<file path="src/inc/ppie_pkg.sv">
// Shared constants for the protection, power status and interrupt enables
package ppie_pkg;

	// ------------------------------------------------------------
	// Register port geometry
	// ------------------------------------------------------------
	localparam int ADDR_W = 12;
	localparam int DATA_W = 8;

	// ------------------------------------------------------------
	// Register offsets
	// ------------------------------------------------------------
	localparam logic [ADDR_W-1:0] ADDR_PROTECT_CTRL  = 12'h013;
	localparam logic [ADDR_W-1:0] ADDR_CHAN_POWER    = 12'h014;
	localparam logic [ADDR_W-1:0] ADDR_IE_CLOCK_FIFO = 12'h01f;
	localparam logic [ADDR_W-1:0] ADDR_IE_LINK_PATH  = 12'h020;

	// ------------------------------------------------------------
	// Reset values
	// ------------------------------------------------------------
	localparam logic [DATA_W-1:0] RST_PROTECT_CTRL = 8'h20;
	localparam logic [DATA_W-1:0] RST_IE           = 8'h00;
	localparam logic [DATA_W-1:0] READ_ZERO        = 8'h00;

	// ------------------------------------------------------------
	// Field positions of protect_and_transmit_enable_input_control
	// ------------------------------------------------------------
	localparam int BIT_SOFT_TX_VALUE    = 0;
	localparam int BIT_SOFT_TX_SEL      = 1;
	localparam int BIT_SOFT_GUARD_VALUE = 2;
	localparam int BIT_SOFT_GUARD_SEL   = 3;
	localparam int BIT_BLANKING_SEL     = 4;
	localparam int BIT_TX_GUARD_SEL     = 5;
	localparam int BIT_POWER_DETECT_SEL = 6;

	// ------------------------------------------------------------
	// Field positions of channel_power_state
	// ------------------------------------------------------------
	localparam int BIT_CHAN_A_DOWN = 5;
	localparam int BIT_CHAN_B_DOWN = 4;
	localparam int BIT_CHAN_A_UP   = 1;
	localparam int BIT_CHAN_B_UP   = 0;

	// ------------------------------------------------------------
	// Enable bit positions
	// ------------------------------------------------------------
	localparam int BIT_IE_CONV_UNLOCK   = 7;
	localparam int BIT_IE_CONV_LOCKED   = 6;
	localparam int BIT_IE_LINK_UNLOCK   = 4;
	localparam int BIT_IE_LINK_LOCKED   = 3;
	localparam int BIT_IE_LANE_ERROR    = 1;
	localparam int BIT_IE_REALIGN_ERROR = 0;
	localparam int BIT_IE_BAD_PARAM     = 7;
	localparam int BIT_IE_LANE_LEVEL    = 6;
	localparam int BIT_IE_DELAY_LEVEL   = 5;

	// ------------------------------------------------------------
	// Event indices
	// ------------------------------------------------------------
	localparam int EV_CONV_UNLOCK   = 0;
	localparam int EV_CONV_LOCKED   = 1;
	localparam int EV_LINK_UNLOCK   = 2;
	localparam int EV_LINK_LOCKED   = 3;
	localparam int EV_LANE_ERROR    = 4;
	localparam int EV_REALIGN_ERROR = 5;
	localparam int EV_BAD_PARAM     = 6;
	localparam int EV_LANE_LEVEL    = 7;
	localparam int EV_DELAY_LEVEL   = 8;
	localparam int NUM_EVENTS       = 9;

	localparam int NUM_CHAN = 2;

endpackage

</file>
<file path="src/inc/ppie_evt_if.sv">
// Carrier between the register bank and the event latch
`timescale 1ns/100ps
interface ppie_evt_if #(
	parameter int N = 9
);
	logic [N-1:0] enable;
	logic [N-1:0] live;
	logic [N-1:0] clear;
	logic [N-1:0] flag;
	logic         irq_req;

	modport owner (
		output enable,
		output live,
		output clear,
		input  flag,
		input  irq_req
	);

	modport latch (
		input  enable,
		input  live,
		input  clear,
		output flag,
		output irq_req
	);
endinterface

</file>
<file path="src/ppie_event_latch.sv">
// Per-event latch or follow logic and interrupt request
`timescale 1ns/100ps
module ppie_event_latch #(
	parameter int N = 9
) (
	input wire logic clk,
	input wire logic rst_n,
	ppie_evt_if.latch ev
);

	logic [N-1:0] flag_reg;
	logic [N-1:0] flag_next;
	logic [N-1:0] live_d_reg;
	logic [N-1:0] rise;

	// ------------------------------------------------------------
	// Per-event flag
	// ------------------------------------------------------------
	genvar i;
	generate
		for (i = 0; i < N; i++) begin : g_ev
			assign rise[i] = ev.live[i] & ~live_d_reg[i];
			// Set beats a clear arriving in the same cycle
			assign flag_next[i] = ev.enable[i] ?
				(rise[i] | (flag_reg[i] & ~ev.clear[i])) :
				ev.live[i];
			always_ff @(posedge clk or negedge rst_n) begin
				if (!rst_n) begin
					flag_reg[i]   <= 1'b0;
					live_d_reg[i] <= 1'b0;
				end else begin
					flag_reg[i]   <= flag_next[i];
					live_d_reg[i] <= ev.live[i];
				end
			end
		end
	endgenerate

	assign ev.flag    = flag_reg;
	// Only latched, enabled events request the interrupt
	assign ev.irq_req = |(flag_reg & ev.enable);
endmodule

</file>
<file path="src/ppie_regs.sv">
// Protection select, channel power status and interrupt enable registers
`timescale 1ns/100ps
module ppie_regs #(
	parameter int NUM_EVENTS = ppie_pkg::NUM_EVENTS
) (
	input  wire logic                        clk,
	input  wire logic                        arst_n,
	input  wire logic [ppie_pkg::ADDR_W-1:0] reg_addr,
	input  wire logic [ppie_pkg::DATA_W-1:0] reg_wdata,
	input  wire logic                        reg_wr,
	input  wire logic                        reg_rd,
	output logic      [ppie_pkg::DATA_W-1:0] reg_rdata,
	output logic                             reg_rvalid,
	input  wire logic                        transmit_enable_input,
	input  wire logic                        conv_powerdown_mask,
	input  wire logic [1:0]                  chan_pd_force,
	input  wire logic [1:0]                  chan_down_ack,
	input  wire logic [1:0]                  chan_up_ack,
	input  wire logic                        power_detect_protect,
	input  wire logic                        blanking_protect,
	input  wire logic [NUM_EVENTS-1:0]       event_live,
	input  wire logic [NUM_EVENTS-1:0]       event_clear,
	output logic                             transmit_enable_out,
	output logic      [1:0]                  chan_power_down,
	output logic                             protect_out_n,
	output logic                             irq_n,
	output logic      [NUM_EVENTS-1:0]       event_flags
);

	localparam int DW    = ppie_pkg::DATA_W;
	localparam int ASYNC = NUM_EVENTS + 5;

	// ------------------------------------------------------------
	// Reset release
	// ------------------------------------------------------------
	logic rst_s1_reg;
	logic rst_n;

	always_ff @(posedge clk or negedge arst_n) begin
		if (!arst_n) begin
			rst_s1_reg <= 1'b0;
			rst_n      <= 1'b0;
		end else begin
			rst_s1_reg <= 1'b1;
			rst_n      <= rst_s1_reg;
		end
	end

	// ------------------------------------------------------------
	// Input synchronisers
	// ------------------------------------------------------------
	// Lock detectors and analog acks run off other clocks
	logic [ASYNC-1:0] async_in;
	logic [ASYNC-1:0] sync_s1_reg;
	logic [ASYNC-1:0] sync_s2_reg;
	logic [NUM_EVENTS-1:0] live_sync;
	logic             transmit_enable_input_pin;
	logic [1:0]       down_ack_sync;
	logic [1:0]       up_ack_sync;

	assign async_in = {chan_up_ack, chan_down_ack, transmit_enable_input,
		event_live};

	always_ff @(posedge clk or negedge rst_n) begin
		if (!rst_n) begin
			sync_s1_reg <= '0;
			sync_s2_reg <= '0;
		end else begin
			sync_s1_reg <= async_in;
			sync_s2_reg <= sync_s1_reg;
		end
	end

	assign live_sync     = sync_s2_reg[NUM_EVENTS-1:0];
	assign transmit_enable_input_pin      = sync_s2_reg[NUM_EVENTS];
	assign down_ack_sync = sync_s2_reg[NUM_EVENTS+2:NUM_EVENTS+1];
	assign up_ack_sync   = sync_s2_reg[NUM_EVENTS+4:NUM_EVENTS+3];

	// ------------------------------------------------------------
	// Register decode
	// ------------------------------------------------------------
	logic          hit_protect;
	logic          hit_power;
	logic          hit_ie0;
	logic          hit_ie1;
	logic [DW-1:0] protect_reg;
	logic [DW-1:0] ie0_reg;
	logic [DW-1:0] ie1_reg;
	logic [DW-1:0] power_state_reg;
	logic [DW-1:0] power_state_next;
	logic [DW-1:0] rdata_next;

	assign hit_protect = reg_addr == ppie_pkg::ADDR_PROTECT_CTRL;
	assign hit_power   = reg_addr == ppie_pkg::ADDR_CHAN_POWER;
	assign hit_ie0     = reg_addr == ppie_pkg::ADDR_IE_CLOCK_FIFO;
	assign hit_ie1     = reg_addr == ppie_pkg::ADDR_IE_LINK_PATH;

	// Status register ignores writes; unmapped reads return zero
	assign rdata_next = hit_protect ? protect_reg :
		hit_power ? power_state_reg :
		hit_ie0 ? ie0_reg :
		hit_ie1 ? ie1_reg : ppie_pkg::READ_ZERO;

	always_ff @(posedge clk or negedge rst_n) begin
		if (!rst_n) begin
			protect_reg <= ppie_pkg::RST_PROTECT_CTRL;
			ie0_reg     <= ppie_pkg::RST_IE;
			ie1_reg     <= ppie_pkg::RST_IE;
		end else if (reg_wr) begin
			if (hit_protect) protect_reg <= reg_wdata;
			if (hit_ie0) ie0_reg <= reg_wdata;
			if (hit_ie1) ie1_reg <= reg_wdata;
		end
	end

	always_ff @(posedge clk or negedge rst_n) begin
		if (!rst_n) begin
			reg_rdata  <= ppie_pkg::READ_ZERO;
			reg_rvalid <= 1'b0;
		end else begin
			reg_rvalid <= reg_rd;
			if (reg_rd) reg_rdata <= rdata_next;
		end
	end

	// ------------------------------------------------------------
	// Transmit enable and channel power
	// ------------------------------------------------------------
	logic       soft_tx_enable_sel;
	logic       soft_tx_enable_value;
	logic       transmit_enable_input_eff;
	logic [1:0] pd_req;
	logic [1:0] chan_pd_reg;

	assign soft_tx_enable_sel   = protect_reg[ppie_pkg::BIT_SOFT_TX_SEL];
	assign soft_tx_enable_value = protect_reg[ppie_pkg::BIT_SOFT_TX_VALUE];
	assign transmit_enable_input_eff = soft_tx_enable_sel ? soft_tx_enable_value :
		transmit_enable_input_pin;
	assign pd_req = chan_pd_force |
		{2{conv_powerdown_mask & ~transmit_enable_input_eff}};

	// Ack alone is not trusted: it must agree with the request
	always_comb begin
		power_state_next = ppie_pkg::READ_ZERO;
		power_state_next[ppie_pkg::BIT_CHAN_A_DOWN] =
			chan_pd_reg[0] & down_ack_sync[0];
		power_state_next[ppie_pkg::BIT_CHAN_B_DOWN] =
			chan_pd_reg[1] & down_ack_sync[1];
		power_state_next[ppie_pkg::BIT_CHAN_A_UP] =
			~chan_pd_reg[0] & up_ack_sync[0];
		power_state_next[ppie_pkg::BIT_CHAN_B_UP] =
			~chan_pd_reg[1] & up_ack_sync[1];
	end

	always_ff @(posedge clk or negedge rst_n) begin
		if (!rst_n) begin
			transmit_enable_out <= 1'b0;
			chan_pd_reg         <= '0;
			power_state_reg     <= ppie_pkg::READ_ZERO;
		end else begin
			transmit_enable_out <= transmit_enable_input_eff;
			chan_pd_reg         <= pd_req;
			power_state_reg     <= power_state_next;
		end
	end

	assign chan_power_down = chan_pd_reg;

	// ------------------------------------------------------------
	// Protection output
	// ------------------------------------------------------------
	logic guard_fire;

	assign guard_fire =
		(protect_reg[ppie_pkg::BIT_POWER_DETECT_SEL] & power_detect_protect) |
		(protect_reg[ppie_pkg::BIT_TX_GUARD_SEL] & ~transmit_enable_input_eff) |
		(protect_reg[ppie_pkg::BIT_BLANKING_SEL] & blanking_protect) |
		(protect_reg[ppie_pkg::BIT_SOFT_GUARD_SEL] &
			protect_reg[ppie_pkg::BIT_SOFT_GUARD_VALUE]) |
		protect_reg[ppie_pkg::BIT_SOFT_GUARD_VALUE];

	always_ff @(posedge clk or negedge rst_n) begin
		if (!rst_n) protect_out_n <= 1'b1;
		else protect_out_n <= ~guard_fire;
	end

	// ------------------------------------------------------------
	// Event enables and latch
	// ------------------------------------------------------------
	ppie_evt_if #(.N(NUM_EVENTS)) ev ();

	always_comb begin
		ev.enable = '0;
		ev.enable[ppie_pkg::EV_CONV_UNLOCK] =
			ie0_reg[ppie_pkg::BIT_IE_CONV_UNLOCK];
		ev.enable[ppie_pkg::EV_CONV_LOCKED] =
			ie0_reg[ppie_pkg::BIT_IE_CONV_LOCKED];
		ev.enable[ppie_pkg::EV_LINK_UNLOCK] =
			ie0_reg[ppie_pkg::BIT_IE_LINK_UNLOCK];
		ev.enable[ppie_pkg::EV_LINK_LOCKED] =
			ie0_reg[ppie_pkg::BIT_IE_LINK_LOCKED];
		ev.enable[ppie_pkg::EV_LANE_ERROR] =
			ie0_reg[ppie_pkg::BIT_IE_LANE_ERROR];
		ev.enable[ppie_pkg::EV_REALIGN_ERROR] =
			ie0_reg[ppie_pkg::BIT_IE_REALIGN_ERROR];
		ev.enable[ppie_pkg::EV_BAD_PARAM] =
			ie1_reg[ppie_pkg::BIT_IE_BAD_PARAM];
		ev.enable[ppie_pkg::EV_LANE_LEVEL] =
			ie1_reg[ppie_pkg::BIT_IE_LANE_LEVEL];
		ev.enable[ppie_pkg::EV_DELAY_LEVEL] =
			ie1_reg[ppie_pkg::BIT_IE_DELAY_LEVEL];
	end

	assign ev.live  = live_sync;
	assign ev.clear = event_clear;

	ppie_event_latch #(.N(NUM_EVENTS)) u_latch (
		.clk   (clk),
		.rst_n (rst_n),
		.ev    (ev.latch)
	);

	assign event_flags = ev.flag;

	always_ff @(posedge clk or negedge rst_n) begin
		if (!rst_n) irq_n <= 1'b1;
		else irq_n <= ~ev.irq_req;
	end
endmodule

</file>
<file path="config.mk">
export PLATFORM = sky130hd
export DESIGN_NAME = ppie_regs
export DESIGN_NICKNAME = d
export VERILOG_FILES = /design/src/inc/ppie_pkg.sv /design/src/inc/ppie_evt_if.sv /design/src/ppie_event_latch.sv /design/src/ppie_regs.sv
export SDC_FILE = /design/constraint.sdc
export NUM_CORES = 1
export LEC_CHECK = 0
export BUFFER_PORTS_ARGS = -buffer_cell sky130_fd_sc_hd__clkbuf_2
export CAP_MARGIN = 20
export CORE_UTILIZATION = 55
export CTS_BUF_LIST = sky130_fd_sc_hd__clkbuf_4 sky130_fd_sc_hd__clkbuf_8
export CTS_CLUSTER_DIAMETER = 60
export DETAILED_ROUTE_END_ITERATION = 10
export GPL_TIMING_DRIVEN = 0
export PLACE_DENSITY_LB_ADDON = 0.25
export SETUP_SLACK_MARGIN = 0.3
export SLEW_MARGIN = 20
export SYNTH_ARGS = -nofsm -noshare
export SYNTH_HDL_FRONTEND = slang
export SYNTH_HIERARCHICAL = 1
export SYNTH_SLANG_ARGS = --single-unit
</file>
<file path="constraint.sdc">
create_clock -name clk -period 3 [get_ports clk]
set_input_delay 0.15 -clock clk [delete_from_list [all_inputs] [get_ports clk]]
set_output_delay 0.15 -clock clk [all_outputs]
set_load 0.01 [all_outputs]
</file>
==> results.yml <==
sta:
  worst_slew_pin_slew_ns: 0.7981
  hold_violations: 0
  slew_headroom: 0.4604
  fin_crit_ns: 1.906
  fin_crit_sh: 0.6353
  skew_ns: 0.006951
  layout_setup_ws_ns: 1.094
  drv_slew: 0
  fmax_ghz: 0.5247
  finalSetupViolCount: 0
  rsz0062_at_grt: "false"
  fin_tns_setup_ns: 0
  fin_hold_ws_ns: 0.04976
grt:
  grt_max_degree: 58
  overflow: 0
  antenna_found_initial: 0
  grt_usage: 0.2342
  grt_pass1_vias: 2278
  grt_pass1_wl_mm: 10.70
floorplan:
  die_w_um: 79.38
  core_area_mm2: 0.005642
  die_area_mm2: 0.006301
  row_count: 27
  num_io_pins: 75
  start_util: 0.5837
  die_h_um: 79.38
yosys:
  avgSynthCellArea_um2: 13.84
  synth-warning-count: 6
  synth_most_common_cell: "dfrtp_1"
  yosys_most_used_dff: "dfrtp_1"
  synth_cell_type_count: 37
  synth_seq_area_share: 0.6850
  synth_nets: 290
  synthTopCellsByArea: "dfrtp_1 66%, mux2_2 8.2%, nand2_1 3.4%"
  synth_top_area_share: 0.6611
  postSynthCellCount: 238
  ys_top_cells_by_count: "87 x dfrtp_1, 30 x nand2_1, 24 x mux2_2, 13 x o21ai_0, 9 x a21oi_1"
  async_reset_ff_frac: 1.000
  syn_area_mm2: 0.003293
  synth_edf_count: 0
  ys_ff_latch: 90
  yosysTopAreaCell: "dfrtp_1"
detailed_routing:
  vias: 2241
  routedWlPerCell_um: 15.55
  firstDrtPassIters: 4
  drt_wl_total_mm: 6.639
  drtIter0Drc: 91
  drt-vias-per-instance: 5.248
  ant_nets: 0
  drc: 0
critical_path:
  r2r-end: "protect_reg[5]"
  critical_path.max_fanout: 9
  rr_worst_depth: 1
  r2r-start: "rst_n"
  critPathLaunch: "reg_addr[5]"
  ff2ff_setup_slack_ns: 1.90
  crit_required_ns: 3.23
  worstSetupPathType: "in2reg"
  endpoint_kind: "flip-flop"
  cp.arrival_ns: 2.13
  startpoint_type: "input port"
clock_tree:
  cts_buffers: 9
  cts.sinks: 90
  cts_tree: "yes"
  htreeDepth: 3
  clk_pin_slew_worst_paths_ns: 0.08
  cts_root_buffer: "clkbuf_8"
  cts.repair.resized: 0
  clockBufferDepth: 2
  clock_latency_ns: 0.34
hold_path:
  hold_path.class: "in2reg"
  min_path_cells: 3
  worstHoldStart: "blanking_protect"
  hold_end: "protect_out_n"
power:
  p_leak_nw: 2.027
  internal_power_mw: 1.747
  p_sw_mw: 0.4880
  pwr-share-seq: 0.577
  power_frac_comb: 0.064
  p_sw_frac: 0.2184
  vdd_drop_max_v: 0.0004094
  power.density_mw_per_mm2: 527.5
  clockPowerShare: 0.359
cells_and_area:
  num-nets-final: 402
  diodes: 0
  fin_util: 0.7509
  fillCellCount: 385
  final_design_area_no_fill_mm2: 0.004237
  syn_to_final_growth_pct: 28.65
  drive_above_1_share: 0.3662
placement:
  place_hpwl_mm: 4.663
  dpl_cell_area_mm2: 0.003777
  place_ws_ns: 0.7087
  gp_congestion: 0.7713
  portBuffers: 74
job:
  cap_violations: 0
outcome:
  status: "finished clean"
critical path: stages:
cell	delay (ns)
clkbuf_2	0.13
or4b_1	0.48
clkbuf_1	0.22
nor4_4	0.61
nand2_4	0.21
mux2_2	0.33
power by group through the flow:
stage | sequential [mW] | clock [mW] | combinational [mW]
after floorplan | 1.32 | 0 | 0.0370
after detailed placement | 1.31 | 0 | 0.117
after CTS | 1.29 | 0.826 | 0.144
final | 1.29 | 0.803 | 0.143
after global routing | 1.30 | 0.878 | 0.157
after global placement | 1.32 | 0 | 0.103
cells in the final DEF (no fill, tap or decap), types with 4 or more instances in the layout:
| cell | netlist | layout |
|---|---|---|
| dlygate4sd3_1 | 0 | 26 |
| nand3b_1 | 4 | 4 |
| o22ai_1 | 4 | 4 |
| clkbuf_8 | 0 | 10 |
| dfrtp_1 | 87 | 86 |
| a21oi_1 | 9 | 9 |
| clkbuf_2 | 0 | 74 |
| nand2b_1 | 7 | 7 |
| nand2_1 | 30 | 30 |
| o2bb2ai_1 | 4 | 4 |
| nor4_1 | 4 | 4 |
| a31oi_1 | 4 | 4 |
| o21bai_1 | 4 | 4 |
| a22oi_1 | 4 | 4 |
| mux2_2 | 24 | 24 |
| o21ai_0 | 13 | 13 |
| nor2b_1 | 6 | 6 |
per-layer routing:
metal  part of all wire  track usage  vias to the layer above
met4              0.016       0.1018                        0
li1                   -            -                     1071
met2               0.51       0.3862                       59
met1               0.43       0.2980                     1100
met3              0.039      0.05371                       11
met5                  0            0                        -
repair_timing:
item / in CTS / in global routing
hold buffers: 26 / 0
buffers inserted: 0 / 0
endpoints found under the hold margin: 27 / 0
worst max-delay path by stage:
| stage | to | slack [ns] | depth (start not counted) |
|---|---|---|---|
| global route | ie0_reg[1] | 1.01 | 6 |
| floorplan | chan_power_down[0] | 0.31 | 0 |
| CTS | ie0_reg[1] | 1.08 | 6 |
| detailed placement | ie0_reg[1] | 0.71 | 6 |
| global placement | sync_s2_reg[10] | -0.51 | 0 |
| finish | ie0_reg[1] | 1.09 | 6 |
area by class of cell:
type / count / area (um2) / area share
buffer: 4 / 22.52 / 0.005316
clock buffer: 11 / 145.1 / 0.03426
clock inverter: 5 / 53.80 / 0.01270
sequential: 90 / 2260 / 0.5334
timing repair buffer: 101 / 650.6 / 0.1536
tap: 72 / 90.09 / 0.02126
multi-input combinational: 141 / 1003 / 0.2369
inverter: 3 / 11.26 / 0.002658
cells by family after synthesis:
group	Yosys count	share of synthesized area
AOI/OAI and AO/OA	44	0.08548
DFF	90	0.6850
muxes	25	0.08511
and+or+nand+nor	71	0.1330
buffers and inverters	7	0.01026
other	1	0.001139
metrics by stage:
stage	std cells	power (mW)
finish	427	2.235
global placement	384	1.422
floorplan	238	1.355
global route	427	2.333
CTS	427	2.259
detailed placement	385	1.431
(Power assumes the default switching activity.)
